==> config.mk <==
export PLATFORM = sky130hd
export DESIGN_NAME = fsq_host_ctrl
export DESIGN_NICKNAME = d
export VERILOG_FILES = /design/src/pkg/fsq_pkg.sv /design/src/fsq_host_ctrl.sv
export SDC_FILE = /design/constraint.sdc
export NUM_CORES = 1
export LEC_CHECK = 0
export BUFFER_PORTS_ARGS = -buffer_cell sky130_fd_sc_hd__buf_2
export CELL_PAD_IN_SITES_DETAIL_PLACEMENT = 0
export CELL_PAD_IN_SITES_GLOBAL_PLACEMENT = 1
export CORE_ASPECT_RATIO = 1.1
export CORE_UTILIZATION = 44
export CTS_CLUSTER_DIAMETER = 120
export DETAILED_ROUTE_END_ITERATION = 10
export PLACE_DENSITY_LB_ADDON = 0.1
export SYNTH_ARGS = -nofsm -noshare
export SYNTH_HDL_FRONTEND = slang
export SYNTH_SLANG_ARGS = --single-unit
==> constraint.sdc <==
create_clock -name i_ref_clk -period 3.6 [get_ports i_ref_clk]
set_clock_uncertainty 0.2 [all_clocks]
set_input_delay 1.08 -clock i_ref_clk [delete_from_list [all_inputs] [get_ports i_ref_clk]]
set_output_delay 1.08 -clock i_ref_clk [all_outputs]
set_load 0.01 [all_outputs]
==> src/pkg/fsq_pkg.sv <==
// Purpose: Constants and types for the host-side flash command controller.
// Assumes: 10 MHz controller clock, 16-bit flash data bus, 22-bit word address.
// Notes:   Unlock addresses and command codes are plain defaults, adjust per part.
package fsq_pkg;

    localparam int          CLK_MHZ     = 10;
    localparam int          AW          = 22;
    localparam int          DW          = 16;

    // Pin timing, least values, rounded up to whole clock cycles
    localparam int          T_SETUP_NS  = 100;
    localparam int          T_WP_NS     = 100;
    localparam int          T_ACCESS_NS = 200;
    localparam int          T_GAP_NS    = 100;
    localparam logic [3:0]  SETUP_CYC   = 4'((T_SETUP_NS * CLK_MHZ + 999) / 1000);
    localparam logic [3:0]  WP_CYC      = 4'((T_WP_NS * CLK_MHZ + 999) / 1000);
    localparam logic [3:0]  ACCESS_CYC  = 4'((T_ACCESS_NS * CLK_MHZ + 999) / 1000);
    localparam logic [3:0]  GAP_CYC     = 4'((T_GAP_NS * CLK_MHZ + 999) / 1000);
    localparam logic [3:0]  SYNC_CYC    = 4'h2;

    // Software register offsets
    localparam logic [7:0]  REG_CTRL    = 8'h00;
    localparam logic [7:0]  REG_ADDR    = 8'h04;
    localparam logic [7:0]  REG_WDATA   = 8'h08;
    localparam logic [7:0]  REG_STATUS  = 8'h0c;
    localparam logic [7:0]  REG_RDATA   = 8'h10;

    // Status field positions
    localparam int          ST_BUSY     = 0;
    localparam int          ST_QUERY    = 1;
    localparam int          ST_SECURED  = 2;
    localparam int          ST_REFUSED  = 3;
    localparam int          ST_LOCKOUT  = 4;
    localparam int          ST_LOCKED   = 5;

    // Flash command words
    localparam logic [AW-1:0] UNLOCK1_ADDR = 22'h000555;
    localparam logic [AW-1:0] UNLOCK2_ADDR = 22'h0002aa;
    localparam logic [AW-1:0] QUERY_ADDR   = 22'h000055;
    localparam logic [DW-1:0] UNLOCK1_DATA = 16'h00aa;
    localparam logic [DW-1:0] UNLOCK2_DATA = 16'h0055;
    localparam logic [DW-1:0] CMD_QUERY    = 16'h0098;
    localparam logic [DW-1:0] CMD_RESET    = 16'h00f0;
    localparam logic [DW-1:0] CMD_SEC_IN   = 16'h0088;
    localparam logic [DW-1:0] CMD_SEC_OUT  = 16'h0090;
    localparam logic [DW-1:0] CMD_SEC_END  = 16'h0000;
    localparam logic [DW-1:0] CMD_PROTECT  = 16'h0060;

    typedef enum logic [2:0] {
        FSQ_OP_READ, FSQ_OP_WRITE, FSQ_OP_QUERY, FSQ_OP_RESET,
        FSQ_OP_SEC_ENTER, FSQ_OP_SEC_EXIT, FSQ_OP_LOCK
    } fsq_op_t;

    typedef enum logic [2:0] {
        FSQ_IDLE, FSQ_SETUP, FSQ_STROBE, FSQ_HOLD, FSQ_READ, FSQ_GAP
    } fsq_st_t;

    typedef struct packed {
        logic [AW-1:0] addr;
        logic [DW-1:0] data;
    } fsq_word_t;

    typedef struct packed {
        fsq_st_t       st;
        fsq_op_t       op;
        logic [2:0]    step;
        logic [3:0]    cnt;
        logic [AW-1:0] addr;
        logic [DW-1:0] wdata;
        logic [DW-1:0] rdata;
        logic          query;
        logic          secured;
        logic          locked;
        logic          refused;
        logic          ce_n;
        logic          we_n;
        logic          oe_n;
        logic [AW-1:0] pin_a;
        logic [DW-1:0] pin_dq;
        logic          dq_oe;
        logic [31:0]   rd_data;
        logic [DW-1:0] dq_s1;
        logic [DW-1:0] dq_s2;
        logic          lk_s1;
        logic          lk_s2;
    } fsq_state_t;

    // Strobes idle high from reset so nothing looks like a write cycle
    localparam fsq_state_t RESET_STATE = '{
        st: FSQ_IDLE, op: FSQ_OP_READ, step: 3'h0, cnt: 4'h0,
        addr: '0, wdata: '0, rdata: '0, query: 1'b0, secured: 1'b0,
        locked: 1'b0, refused: 1'b0, ce_n: 1'b1, we_n: 1'b1, oe_n: 1'b1,
        pin_a: '0, pin_dq: '0, dq_oe: 1'b0, rd_data: '0,
        dq_s1: '0, dq_s2: '0, lk_s1: 1'b0, lk_s2: 1'b0
    };

endpackage

==> src/fsq_host_ctrl.sv <==
// Purpose: Host controller that drives an asynchronous NOR flash through its
//          chip select, write strobe, output enable, address and data pins.
// Assumes: 10 MHz clock; flash pins are asynchronous to it; software port
//          with one-cycle strobes and read data one cycle later.
// Notes:   Lock issues the protect write and the whole exit sequence as one
//          operation; mode flags shadow the mode the flash should sit in.
// Operation
// - Lock: enter secured region, then protect.
// - Host exits secured region after locking.
// - Write only when select, strobe low, enable high.
// - Query entry: data 98h at word 55h.
// - Host writes reset to leave query.
// - Secured access: three writes in, four out.
//
// Added by the designer: the plain strobed port and the register offsets.
`timescale 1ns/1ps
module fsq_host_ctrl (
    input  wire logic                     i_ref_clk,
    input  wire logic                     i_rstn,
    input  wire logic [7:0]               i_addr,
    input  wire logic [31:0]              i_wr_data,
    input  wire logic                     i_wr,
    input  wire logic                     i_rd,
    output logic      [31:0]              o_rd_data,
    input  wire logic                     i_lockout,
    output logic                          o_ce_n,
    output logic                          o_we_n,
    output logic                          o_oe_n,
    output logic      [fsq_pkg::AW-1:0]   o_a,
    output logic      [fsq_pkg::DW-1:0]   o_dq,
    output logic                          o_dq_oe,
    input  wire logic [fsq_pkg::DW-1:0]   i_dq
);

    // All state in one packed struct, registered in one place
    fsq_pkg::fsq_state_t s_q;
    fsq_pkg::fsq_state_t s_d;

    // Number of bus cycles making up each operation
    function automatic logic [2:0] op_len(input fsq_pkg::fsq_op_t op);
        case (op)
            fsq_pkg::FSQ_OP_SEC_ENTER: op_len = 3'h3;
            fsq_pkg::FSQ_OP_SEC_EXIT:  op_len = 3'h4;
            fsq_pkg::FSQ_OP_LOCK:      op_len = 3'h5;
            default:                   op_len = 3'h1;
        endcase
    endfunction

    // Four-write exit sequence, shared by the exit and lock operations
    function automatic fsq_pkg::fsq_word_t exit_word(input logic [2:0] step,
                                                      input logic [fsq_pkg::AW-1:0] a);
        case (step)
            3'h0:    exit_word = '{fsq_pkg::UNLOCK1_ADDR, fsq_pkg::UNLOCK1_DATA};
            3'h1:    exit_word = '{fsq_pkg::UNLOCK2_ADDR, fsq_pkg::UNLOCK2_DATA};
            3'h2:    exit_word = '{fsq_pkg::UNLOCK1_ADDR, fsq_pkg::CMD_SEC_OUT};
            default: exit_word = '{a, fsq_pkg::CMD_SEC_END};
        endcase
    endfunction

    // Address and data of one bus cycle of an operation
    function automatic fsq_pkg::fsq_word_t seq_word(input fsq_pkg::fsq_op_t op,
                                                     input logic [2:0] step,
                                                     input logic [fsq_pkg::AW-1:0] a,
                                                     input logic [fsq_pkg::DW-1:0] d);
        case (op)
            fsq_pkg::FSQ_OP_QUERY:
                seq_word = '{fsq_pkg::QUERY_ADDR, fsq_pkg::CMD_QUERY};
            fsq_pkg::FSQ_OP_RESET:
                seq_word = '{a, fsq_pkg::CMD_RESET};    // Any address is fine
            fsq_pkg::FSQ_OP_SEC_ENTER: begin
                if (step == 3'h0) begin
                    seq_word = '{fsq_pkg::UNLOCK1_ADDR, fsq_pkg::UNLOCK1_DATA};
                end else if (step == 3'h1) begin
                    seq_word = '{fsq_pkg::UNLOCK2_ADDR, fsq_pkg::UNLOCK2_DATA};
                end else begin
                    seq_word = '{fsq_pkg::UNLOCK1_ADDR, fsq_pkg::CMD_SEC_IN};
                end
            end
            fsq_pkg::FSQ_OP_SEC_EXIT:
                seq_word = exit_word(step, a);
            fsq_pkg::FSQ_OP_LOCK: begin
                // Protect write first, then the exit sequence follows unasked
                if (step == 3'h0) begin
                    seq_word = '{a, fsq_pkg::CMD_PROTECT};
                end else begin
                    seq_word = exit_word(step - 3'h1, a);
                end
            end
            default:
                seq_word = '{a, d};
        endcase
    endfunction

    // All next-state logic in one place
    always_comb begin
        fsq_pkg::fsq_word_t w;
        fsq_pkg::fsq_op_t   new_op;
        logic               bad;
        s_d    = s_q;
        w      = seq_word(s_q.op, s_q.step, s_q.addr, s_q.wdata);
        new_op = fsq_pkg::fsq_op_t'(i_wr_data[2:0]);
        bad    = 1'b0;

        // Pins are asynchronous: two flops before anything reads them
        s_d.dq_s1 = i_dq;
        s_d.dq_s2 = s_q.dq_s1;
        s_d.lk_s1 = i_lockout;
        s_d.lk_s2 = s_q.lk_s1;

        // Register reads, answer in the next cycle
        if (i_rd) begin
            if (i_addr == fsq_pkg::REG_CTRL) begin
                s_d.rd_data = {29'h0, s_q.op};
            end else if (i_addr == fsq_pkg::REG_ADDR) begin
                s_d.rd_data = {10'h0, s_q.addr};
            end else if (i_addr == fsq_pkg::REG_WDATA) begin
                s_d.rd_data = {16'h0, s_q.wdata};
            end else if (i_addr == fsq_pkg::REG_STATUS) begin
                s_d.rd_data = {26'h0, s_q.locked, s_q.lk_s2, s_q.refused,
                               s_q.secured, s_q.query, (s_q.st != fsq_pkg::FSQ_IDLE)};
            end else if (i_addr == fsq_pkg::REG_RDATA) begin
                s_d.rd_data = {16'h0, s_q.rdata};
            end else begin
                s_d.rd_data = 32'h0;
            end
        end

        // Register writes; clear of the refused flag comes before any new set
        if (i_wr) begin
            if (i_addr == fsq_pkg::REG_ADDR) begin
                if (s_q.st == fsq_pkg::FSQ_IDLE) begin
                    s_d.addr = i_wr_data[fsq_pkg::AW-1:0];
                end else begin
                    bad = 1'b1;
                end
            end else if (i_addr == fsq_pkg::REG_WDATA) begin
                if (s_q.st == fsq_pkg::FSQ_IDLE) begin
                    s_d.wdata = i_wr_data[fsq_pkg::DW-1:0];
                end else begin
                    bad = 1'b1;
                end
            end else if (i_addr == fsq_pkg::REG_STATUS) begin
                if (i_wr_data[fsq_pkg::ST_REFUSED]) begin
                    s_d.refused = 1'b0;
                end
            end else if (i_addr == fsq_pkg::REG_CTRL) begin
                // Refuse while busy, during supply lockout, for a lock outside
                // secured mode, for a second lock, and for array writes while
                // query mode still owns the bus
                if (s_q.st != fsq_pkg::FSQ_IDLE || s_q.lk_s2 ||
                    new_op > fsq_pkg::FSQ_OP_LOCK ||
                    (new_op == fsq_pkg::FSQ_OP_LOCK &&
                     (!s_q.secured || s_q.locked)) ||
                    (new_op == fsq_pkg::FSQ_OP_WRITE && s_q.query)) begin
                    bad = 1'b1;
                end else begin
                    s_d.op   = new_op;
                    s_d.step = 3'h0;
                    s_d.cnt  = fsq_pkg::SETUP_CYC;
                    s_d.st   = fsq_pkg::FSQ_SETUP;
                end
            end
        end
        // A refusal raised in this cycle outranks any clear of the flag
        if (bad) begin
            s_d.refused = 1'b1;
        end

        // Flash bus cycle sequencer
        case (s_q.st)
            fsq_pkg::FSQ_IDLE: begin
                // Strobes stay high so no write is seen at power-up
                s_d.ce_n  = 1'b1;
                s_d.we_n  = 1'b1;
                s_d.oe_n  = 1'b1;
                s_d.dq_oe = 1'b0;
            end
            fsq_pkg::FSQ_SETUP: begin
                // Address and data settle with select low, both strobes high
                s_d.ce_n   = 1'b0;
                s_d.oe_n   = 1'b1;
                s_d.we_n   = 1'b1;
                s_d.pin_a  = w.addr;
                s_d.pin_dq = w.data;
                s_d.dq_oe  = (s_q.op != fsq_pkg::FSQ_OP_READ);
                // The first cycle drives select, address and any write data only; a strobe in the same
                // cycle would meet an address that is still moving
                if (s_q.cnt > 4'h0) begin
                    s_d.cnt = s_q.cnt - 4'h1;
                end else if (s_q.op == fsq_pkg::FSQ_OP_READ) begin
                    s_d.oe_n = 1'b0;                 // Same handshake for table words
                    s_d.cnt  = 4'(fsq_pkg::ACCESS_CYC + fsq_pkg::SYNC_CYC);
                    s_d.st   = fsq_pkg::FSQ_READ;
                end else begin
                    s_d.we_n = 1'b0;                 // Write: select, strobe low, enable high
                    s_d.cnt  = fsq_pkg::WP_CYC;
                    s_d.st   = fsq_pkg::FSQ_STROBE;
                end
            end
            fsq_pkg::FSQ_STROBE: begin
                // Width counted in whole clocks, so a slower clock only lengthens it
                if (s_q.cnt > 4'h1) begin
                    s_d.cnt = s_q.cnt - 4'h1;
                end else begin
                    s_d.we_n = 1'b1;                 // Rising strobe latches the data
                    s_d.st   = fsq_pkg::FSQ_HOLD;
                end
            end
            fsq_pkg::FSQ_HOLD: begin
                // Select rises one cycle after the strobe; data held through it
                s_d.ce_n = 1'b1;
                s_d.cnt  = fsq_pkg::GAP_CYC;
                s_d.st   = fsq_pkg::FSQ_GAP;
            end
            fsq_pkg::FSQ_READ: begin
                // Wait access time plus the synchroniser depth, then sample
                if (s_q.cnt > 4'h1) begin
                    s_d.cnt = s_q.cnt - 4'h1;
                end else begin
                    // Synced word is taken before the enable rises, never after
                    s_d.rdata = s_q.dq_s2;
                    s_d.oe_n  = 1'b1;
                    s_d.ce_n  = 1'b1;
                    s_d.cnt   = fsq_pkg::GAP_CYC;
                    s_d.st    = fsq_pkg::FSQ_GAP;
                end
            end
            fsq_pkg::FSQ_GAP: begin
                // Data released only after select rose, never under a live select
                s_d.dq_oe = 1'b0;
                if (s_q.cnt > 4'h1) begin
                    s_d.cnt = s_q.cnt - 4'h1;
                end else if (s_q.step + 3'h1 < op_len(s_q.op)) begin
                    s_d.step = s_q.step + 3'h1;
                    s_d.cnt  = fsq_pkg::SETUP_CYC;
                    s_d.st   = fsq_pkg::FSQ_SETUP;
                end else begin
                    s_d.st = fsq_pkg::FSQ_IDLE;
                    // Track the mode the flash now sits in
                    case (s_q.op)
                        fsq_pkg::FSQ_OP_QUERY:     s_d.query   = 1'b1;
                        fsq_pkg::FSQ_OP_RESET:     s_d.query   = 1'b0;
                        fsq_pkg::FSQ_OP_SEC_ENTER: s_d.secured = 1'b1;
                        fsq_pkg::FSQ_OP_SEC_EXIT:  s_d.secured = 1'b0;
                        fsq_pkg::FSQ_OP_LOCK: begin
                            s_d.secured = 1'b0;
                            s_d.locked  = 1'b1;
                        end
                        default: s_d.secured = s_q.secured;
                    endcase
                end
            end
            default: begin
                s_d.st = fsq_pkg::FSQ_IDLE;
            end
        endcase

        // Low supply throws the flash back to array read, so the shadow modes
        // follow; a mode the flash has left must not steer later refusals
        if (s_q.lk_s2) begin
            s_d.query   = 1'b0;
            s_d.secured = 1'b0;
        end
    end

    // State register; reset forces idle pins with strobes high
    // The reset branch loads a constant only, so nothing races the reset
    always_ff @(posedge i_ref_clk or negedge i_rstn) begin
        if (!i_rstn) begin
            s_q <= fsq_pkg::RESET_STATE;
        end else begin
            s_q <= s_d;
        end
    end

    // Outputs straight from the state register
    assign o_rd_data = s_q.rd_data;
    assign o_ce_n    = s_q.ce_n;
    assign o_we_n    = s_q.we_n;
    assign o_oe_n    = s_q.oe_n;
    assign o_a       = s_q.pin_a;
    assign o_dq      = s_q.pin_dq;
    assign o_dq_oe   = s_q.dq_oe;

endmodule // fsq_host_ctrl

==> impl_metrics.env, run 1 <==
export IMPL_finalSetupViolations=0
export IMPL_crit_family="compound AO/OA/AOI/OAI gates"
export IMPL_num_rows=52
export IMPL_met3_usage_pct=3.23
export IMPL_met2_usage_pct=31.4
export IMPL_place_inst=1057
export IMPL_drcViolationCount=0
export IMPL_end_kind="register"
export IMPL_cp_cell_sequence="inv_1 > ha_1 > ha_1 > o21ai_0 > a32oi_1 > and4_1 > a21oi_1 > a311oi_1"
export IMPL_dr_pass1_iters=5
export IMPL_clockBufferDepth=2
export IMPL_drv_slew=0
export IMPL_seq_power_share_pct=42.5
export IMPL_antenna_found_initial=1
export IMPL_netlist_area_um2=8310
export IMPL_post_cts_buffers=0
export IMPL_p_clk_share_pct=34.2
export IMPL_cts_root_buf="clkbuf_16"
export IMPL_overflow=0
export IMPL_grt_util_met1_pct=30.7
export IMPL_max_vdd_ir_drop_uv=352
export IMPL_via_count=5728
export IMPL_h_tree_depth=4
export IMPL_grt_busiest_layer="met2"
export IMPL_dieArea_um2=19400
export IMPL_dp_hpwl_mm=13.9
export IMPL_cpMaxStageDelayCell="dfrtp_1"
export IMPL_synth_flop_cell="dfrtp_1"
export IMPL_final_cells=1088
export IMPL_clock_latency_ps=420
export IMPL_power_frac_comb_pct=23.3
export IMPL_cp_common_cell="ha_1"
export IMPL_p_switching_mw=1.77
export IMPL_finalHoldViolations=0
export IMPL_cpPeakStageDelay_ps=610
export IMPL_nFillCells=1699
export IMPL_cts_resized=0
export IMPL_syn_area_per_cell_um2=10.6
export IMPL_gp_congestion=0.819
export IMPL_cts_tree="done"
export IMPL_cp_data_required_time_ps=3730
export IMPL_grt_pass1_vias=5773
export IMPL_grt_pass1_wl_mm=31.4
export IMPL_run_status="completed"
export IMPL_tightest_slew_ps=838
export IMPL_tns_ps=0
export IMPL_viasPerCell=5.26
export IMPL_cp_start_kind="register"
export IMPL_leakagePower_nw=4.44
export IMPL_layout_min_cycle_time_ps=3140
export IMPL_yosysWarnings=0
export IMPL_die_w_um=133
export IMPL_syn2layout_area_growth_pct=11.8
export IMPL_cp_num_buf_inv=1
export IMPL_ant_nets=0
export IMPL_drt_iter0_drc=366
export IMPL_drt_wirelength_per_cell_um=17.7
export IMPL_wirelength_mm=19.3
export IMPL_ys_types=67
export IMPL_drive_gt1_share_pct=29.0
export IMPL_start_util_pct=45.0
export IMPL_core_region_area_um2=18500
export IMPL_min_path_type="reg2reg"
export IMPL_finalCritPeriodShare_pct=87.1
export IMPL_synth_async_sr_flop_share_pct=100
export IMPL_p_int_mw=3.89
export IMPL_ff_latch_area_um2=4230
export IMPL_numCtsBuffers=17
export IMPL_cp_max_fo=12
export IMPL_drv_cap=0
export IMPL_sw_frac_of_total_pct=31.3
export IMPL_nNetsFinal=907
export IMPL_grt_max_degree=74
export IMPL_diodes=0
export IMPL_powerDensity_nw_per_um2=609
export IMPL_io_pins=135
export IMPL_clock_sinks=169
export IMPL_seq_area_frac_synth_pct=50.9
export IMPL_path_class="reg2reg"
export IMPL_arrival_ps=3270
export IMPL_die_h_um=146
export IMPL_grt_total_usage_pct=20.9
export IMPL_port_buffers=114
export IMPL_synth_edff_count=0
export IMPL_max_slew_margin_pct=44.0
export IMPL_multi_input_area_um2=3280
export IMPL_rsz0062_at_grt="false"
export IMPL_cts_hold_buffers=0
export IMPL_max_freq_ghz=0.319
export IMPL_path_clk_slew_ps=70
export IMPL_syn_inst=783
export IMPL_synth_seq_cells=169
## flip-flops by register name (all words and copies together) (netlist names)
register / cells
o_a: 22
o_ce_n: 1
o_dq: 16
o_dq_oe: 1
o_oe_n: 1
o_rd_data: 22
o_we_n: 1
s_d: 17
s_q: 88
## metrics by stage
stage | utilization (%) | power [mW] | area (µm²) | hold WS [ps] | setup WS (ps)
floorplan | - | 3.45 | 8340 | 131 | 725
global placement | 47.0 | 3.72 | 8680 | 131 | 430
detailed placement | 47.0 | 3.76 | 8680 | 135 | 409
CTS | 50.3 | 5.71 | 9300 | 150 | 507
global route | 50.3 | 5.98 | 9300 | 155 | 324
finish | 50.3 | 5.66 | 9300 | 148 | 464
## placed cells by master (no fill, tap or decap), types with 4 or more instances in the layout
master     Yosys  routed
buf_4         70      19
nor2_1        52      51
o22ai_1       11      11
o31ai_1        7       7
mux2_4        30      30
o41ai_1        5       5
inv_1         33      33
nand2_1       73      73
ha_1          13      13
inv_6          0       6
o21a_1        10      10
o22a_1         7       7
nor2b_1       13      13
o21ai_0       46      46
o211ai_1       5       5
nand3_1        9       9
dfrtp_1      166     166
a22oi_1        9       9
nor3_1         9       9
conb_1         1      10
buf_2          6     113
clkbuf_16      0      17
a31oi_1        4       4
nand2b_1      14      14
a21oi_1       58      58
mux2_2        27      27
## cell usage after synthesis, drive strengths merged, types with 5 or more instances
cell    number  area [µm²]
nand3       11        72.6
buf         82         601
o21ai       46         230
o22a         7        61.3
clkbuf      30         113
nand2       73         274
nor2b       13        81.3
o21a        10        75.1
a21oi       58         290
nand2b      14        87.6
inv         33         124
o41ai        5        43.8
mux2        57         754
a22oi        9        67.6
dfrtp      166        4150
nor3        11        77.6
o22ai       11        68.8
nor2        52         195
o31ai        7        52.6
ha          13         163
o211ai       5        37.5
## power by group through the flow
stage               logic, mW  clock network [mW]  registers [mW]
finish                   1.32                1.93            2.41
CTS                      1.33                1.98            2.40
detailed placement       1.32                   0            2.44
global route             1.48                2.05            2.45
global placement         1.29                   0            2.42
floorplan                1.09                   0            2.35
## cells by family after synthesis
group                      after synthesis  synth area share (%)
and+or+nand+nor                        205                  12.5
buffers and inverters                  145                  10.1
muxes                                   60                  9.74
xor gates and xnor gates                 3                 0.316
DFF                                    169                  50.9
adders and majority gates               13                  1.96
other                                    1                0.0451
AOI/OAI and AO/OA                      187                  14.5
## path summary, 6_finish.rpt
kind / startpoint / slack [ps] / end / cells past startpoint
setup / recovery: s_q[170] / 460 / s_q[111] / 8
hold / removal: s_d[17] / 150 / s_q[17] / 0
setup reg to reg: s_q[170] / 460 / s_q[111] / 8
hold reg to reg: s_d[17] / 150 / s_q[17] / 0
max in group asynchronous: i_rstn / 1950 / o_dq[0] / 2
min in group asynchronous: i_rstn / 460 / o_dq[5] / 1
## cell type report
cell class,instances,share of cell area (%)
Clock buffer,18,4.72
Clock inverter,13,1.92
Multi-Input combinational cell,478,35.3
Sequential cell,169,45.5
Inverter,33,1.33
Tap cell,243,3.27
Timing Repair Buffer,134,7.96
## routing by layer
layer / up-vias / part of all wire (%)
met1: 2814 / 49
met3: 20 / 3.8
met5: - / 0
met2: 141 / 46
li1: 2753 / -
met4: 0 / 1.5
(Power assumes the default switching activity.)
==> inputs of run 2 (changes only) <==
==> constraint.sdc (replaced) <==
create_clock -name i_ref_clk -period 3.6 [get_ports i_ref_clk]
set_clock_uncertainty 0.2 [all_clocks]
set_input_delay 0.18 -clock i_ref_clk [delete_from_list [all_inputs] [get_ports i_ref_clk]]
set_output_delay 0.18 -clock i_ref_clk [all_outputs]
set_load 0.01 [all_outputs]
==> run 2 against run 1 <==
Die area unchanged. Final area is 3.5% higher. Sequential share of layout area down 1.5 points. Total power down 2.3%. Via count increased by 2.4%. Clock power fell by 8%. Maximum frequency is 3.0% higher. Sequential power is essentially flat. Critical path type unchanged. Worst setup slack gained 93 ps. Utilization increased by 1.8 points. Critical path depth unchanged.
==> impl_metrics.env, run 2 (synthesized netlist as in run 1, its figures left out) <==
export IMPL_path_class="reg2reg"
export IMPL_start_util_pct=45.0
export IMPL_drv_cap=0
export IMPL_clock_sinks=169
export IMPL_powerDensity_nw_per_um2=575
export IMPL_drv_slew=0
export IMPL_max_slew_margin_pct=37.1
export IMPL_place_ws_ps=577
export IMPL_h_tree_depth=4
export IMPL_via_count=5866
export IMPL_tns_ps=0
export IMPL_drcViolationCount=0
export IMPL_overflow=0
export IMPL_drt_iter0_drc=283
export IMPL_io_pins=135
export IMPL_largest_register_ffs=88
export IMPL_grt_pass1_wl_mm=31.1
export IMPL_die_w_um=133
export IMPL_gp_congestion=0.824
export IMPL_met3_usage_pct=3.78
export IMPL_clock_latency_ps=420
export IMPL_port_buffers=114
export IMPL_ant_nets=0
export IMPL_leakagePower_nw=4.55
export IMPL_arrival_ps=3160
export IMPL_syn2layout_area_growth_pct=15.7
export IMPL_cp_data_required_time_ps=3720
export IMPL_final_cell_mix="166 x dfrtp_1, 113 x buf_2, 73 x nand2_1"
export IMPL_finalHoldViolations=0
export IMPL_viasPerCell=5.22
export IMPL_wirelength_mm=19.5
export IMPL_grt_total_usage_pct=20.8
export IMPL_post_cts_buffers=0
export IMPL_max_vdd_ir_drop_uv=348
export IMPL_cts_tree="done"
export IMPL_tightest_slew_ps=942
export IMPL_top_register="s_q"
export IMPL_drive_gt1_share_pct=27.0
export IMPL_finalSetupViolations=0
export IMPL_min_path_type="in2reg"
export IMPL_dp_hpwl_mm=13.7
export IMPL_clockBufferDepth=2
export IMPL_finalCritPeriodShare_pct=84.5
export IMPL_num_rows=52
export IMPL_grt_busiest_layer="met2"
export IMPL_run_status="completed"
export IMPL_fin_util_pct=52.1
export IMPL_rsz0062_at_grt="false"
export IMPL_grt_util_met1_pct=30.3
export IMPL_nFillCells=1687
export IMPL_final_common_cell="dfrtp_1"
export IMPL_grt_max_degree=80
export IMPL_antenna_found_initial=1
export IMPL_core_region_area_um2=18500
export IMPL_nNetsFinal=940
export IMPL_max_freq_ghz=0.329
export IMPL_path_clk_slew_ps=70
export IMPL_cts_resized=0
export IMPL_finalWorstSetupSlack_ps=557
export IMPL_dieArea_um2=19400
export IMPL_met2_usage_pct=31.7
export IMPL_grt_pass1_vias=5722
export IMPL_die_h_um=146
export IMPL_numCtsBuffers=17
export IMPL_layout_min_cycle_time_ps=3040
export IMPL_end_kind="register"
export IMPL_cp_start_kind="register"
export IMPL_cts_root_buf="clkbuf_16"
export IMPL_drt_wirelength_per_cell_um=17.3
export IMPL_cp_max_fo=12
export IMPL_dr_pass1_iters=5
==> run 2: cell count changes in the layout (fill, tap and decap cells not counted) <==
cell | previous run | this run
clkinv_8 | 0 | 3
bufinv_16 | 3 | 0
clkinvlp_4 | 0 | 2
diode_2 | 0 | 1
buf_4 | 19 | 10
dlygate4sd3_1 | 0 | 42
clkinv_2 | 1 | 0
==> run 2: worst paths after layout <==
kind / start / to / slack [ps] / depth (start not counted)
max reg2reg: s_q[170] / s_q[111] / 560 / 8
min: i_addr[3] / s_q[108] / 40 / 4
max: s_q[170] / s_q[111] / 560 / 8
min reg2reg: s_d[3] / s_q[3] / 150 / 0
max in group asynchronous: i_rstn / s_q[177] / 2210 / 3
min in group asynchronous: i_rstn / o_dq[5] / 60 / 2
==> run 2: stage by stage <==
step	cell area (µm²)	total power [mW]	hold slack [ps]	instances
CTS	9620	5.58	16.1	1122
finish	9620	5.53	38.5	1123
global placement	8610	3.71	-32.1	1048
global route	9620	5.84	57.9	1123
floorplan	8340	3.45	-316	792
detailed placement	8610	3.75	-27.3	1048
==> run 2: final cells by class <==
type	count	area [µm²]	share of cell area (%)
sequential	169	4230	44.0
timing repair buffer	167	1090	11.4
tap	243	304	3.16
clock buffer	18	439	4.57
clock inverter	14	148	1.53
multi-input combinational	478	3280	34.1
inverter	33	124	1.29
antenna	1	2.50	0.0260
==> run 2: timing repair <==
action / CTS / global route
hold buffers: 42 / 0
setup endpoints to repair: 0 / 0
hold endpoints to repair: 107 / 0
==> run 2: power by group <==
part	switching [mW]	total, mW	internal [mW]
logic	0.749	1.33	0.578
registers	0.227	2.42	2.20
clock network	0.841	1.78	0.943
==> run 2: worst max-delay path, cell delays in order (launching register included) <==
cell and delay, ps:
dfrtp_1 600, inv_1 190, ha_1 350, ha_1 280, o21ai_0 70, a32oi_1 510, and4_1 350, a21oi_1 100
a311oi_1 300
==> run 2: per-layer routing <==
| metal | wire, µm | part of all wire [%] |
|---|---|---|
| met4 | 204 | 1.0 |
| met3 | 689 | 3.5 |
| met1 | 9570 | 49 |
| met2 | 9010 | 46 |
| met5 | 0 | 0 |
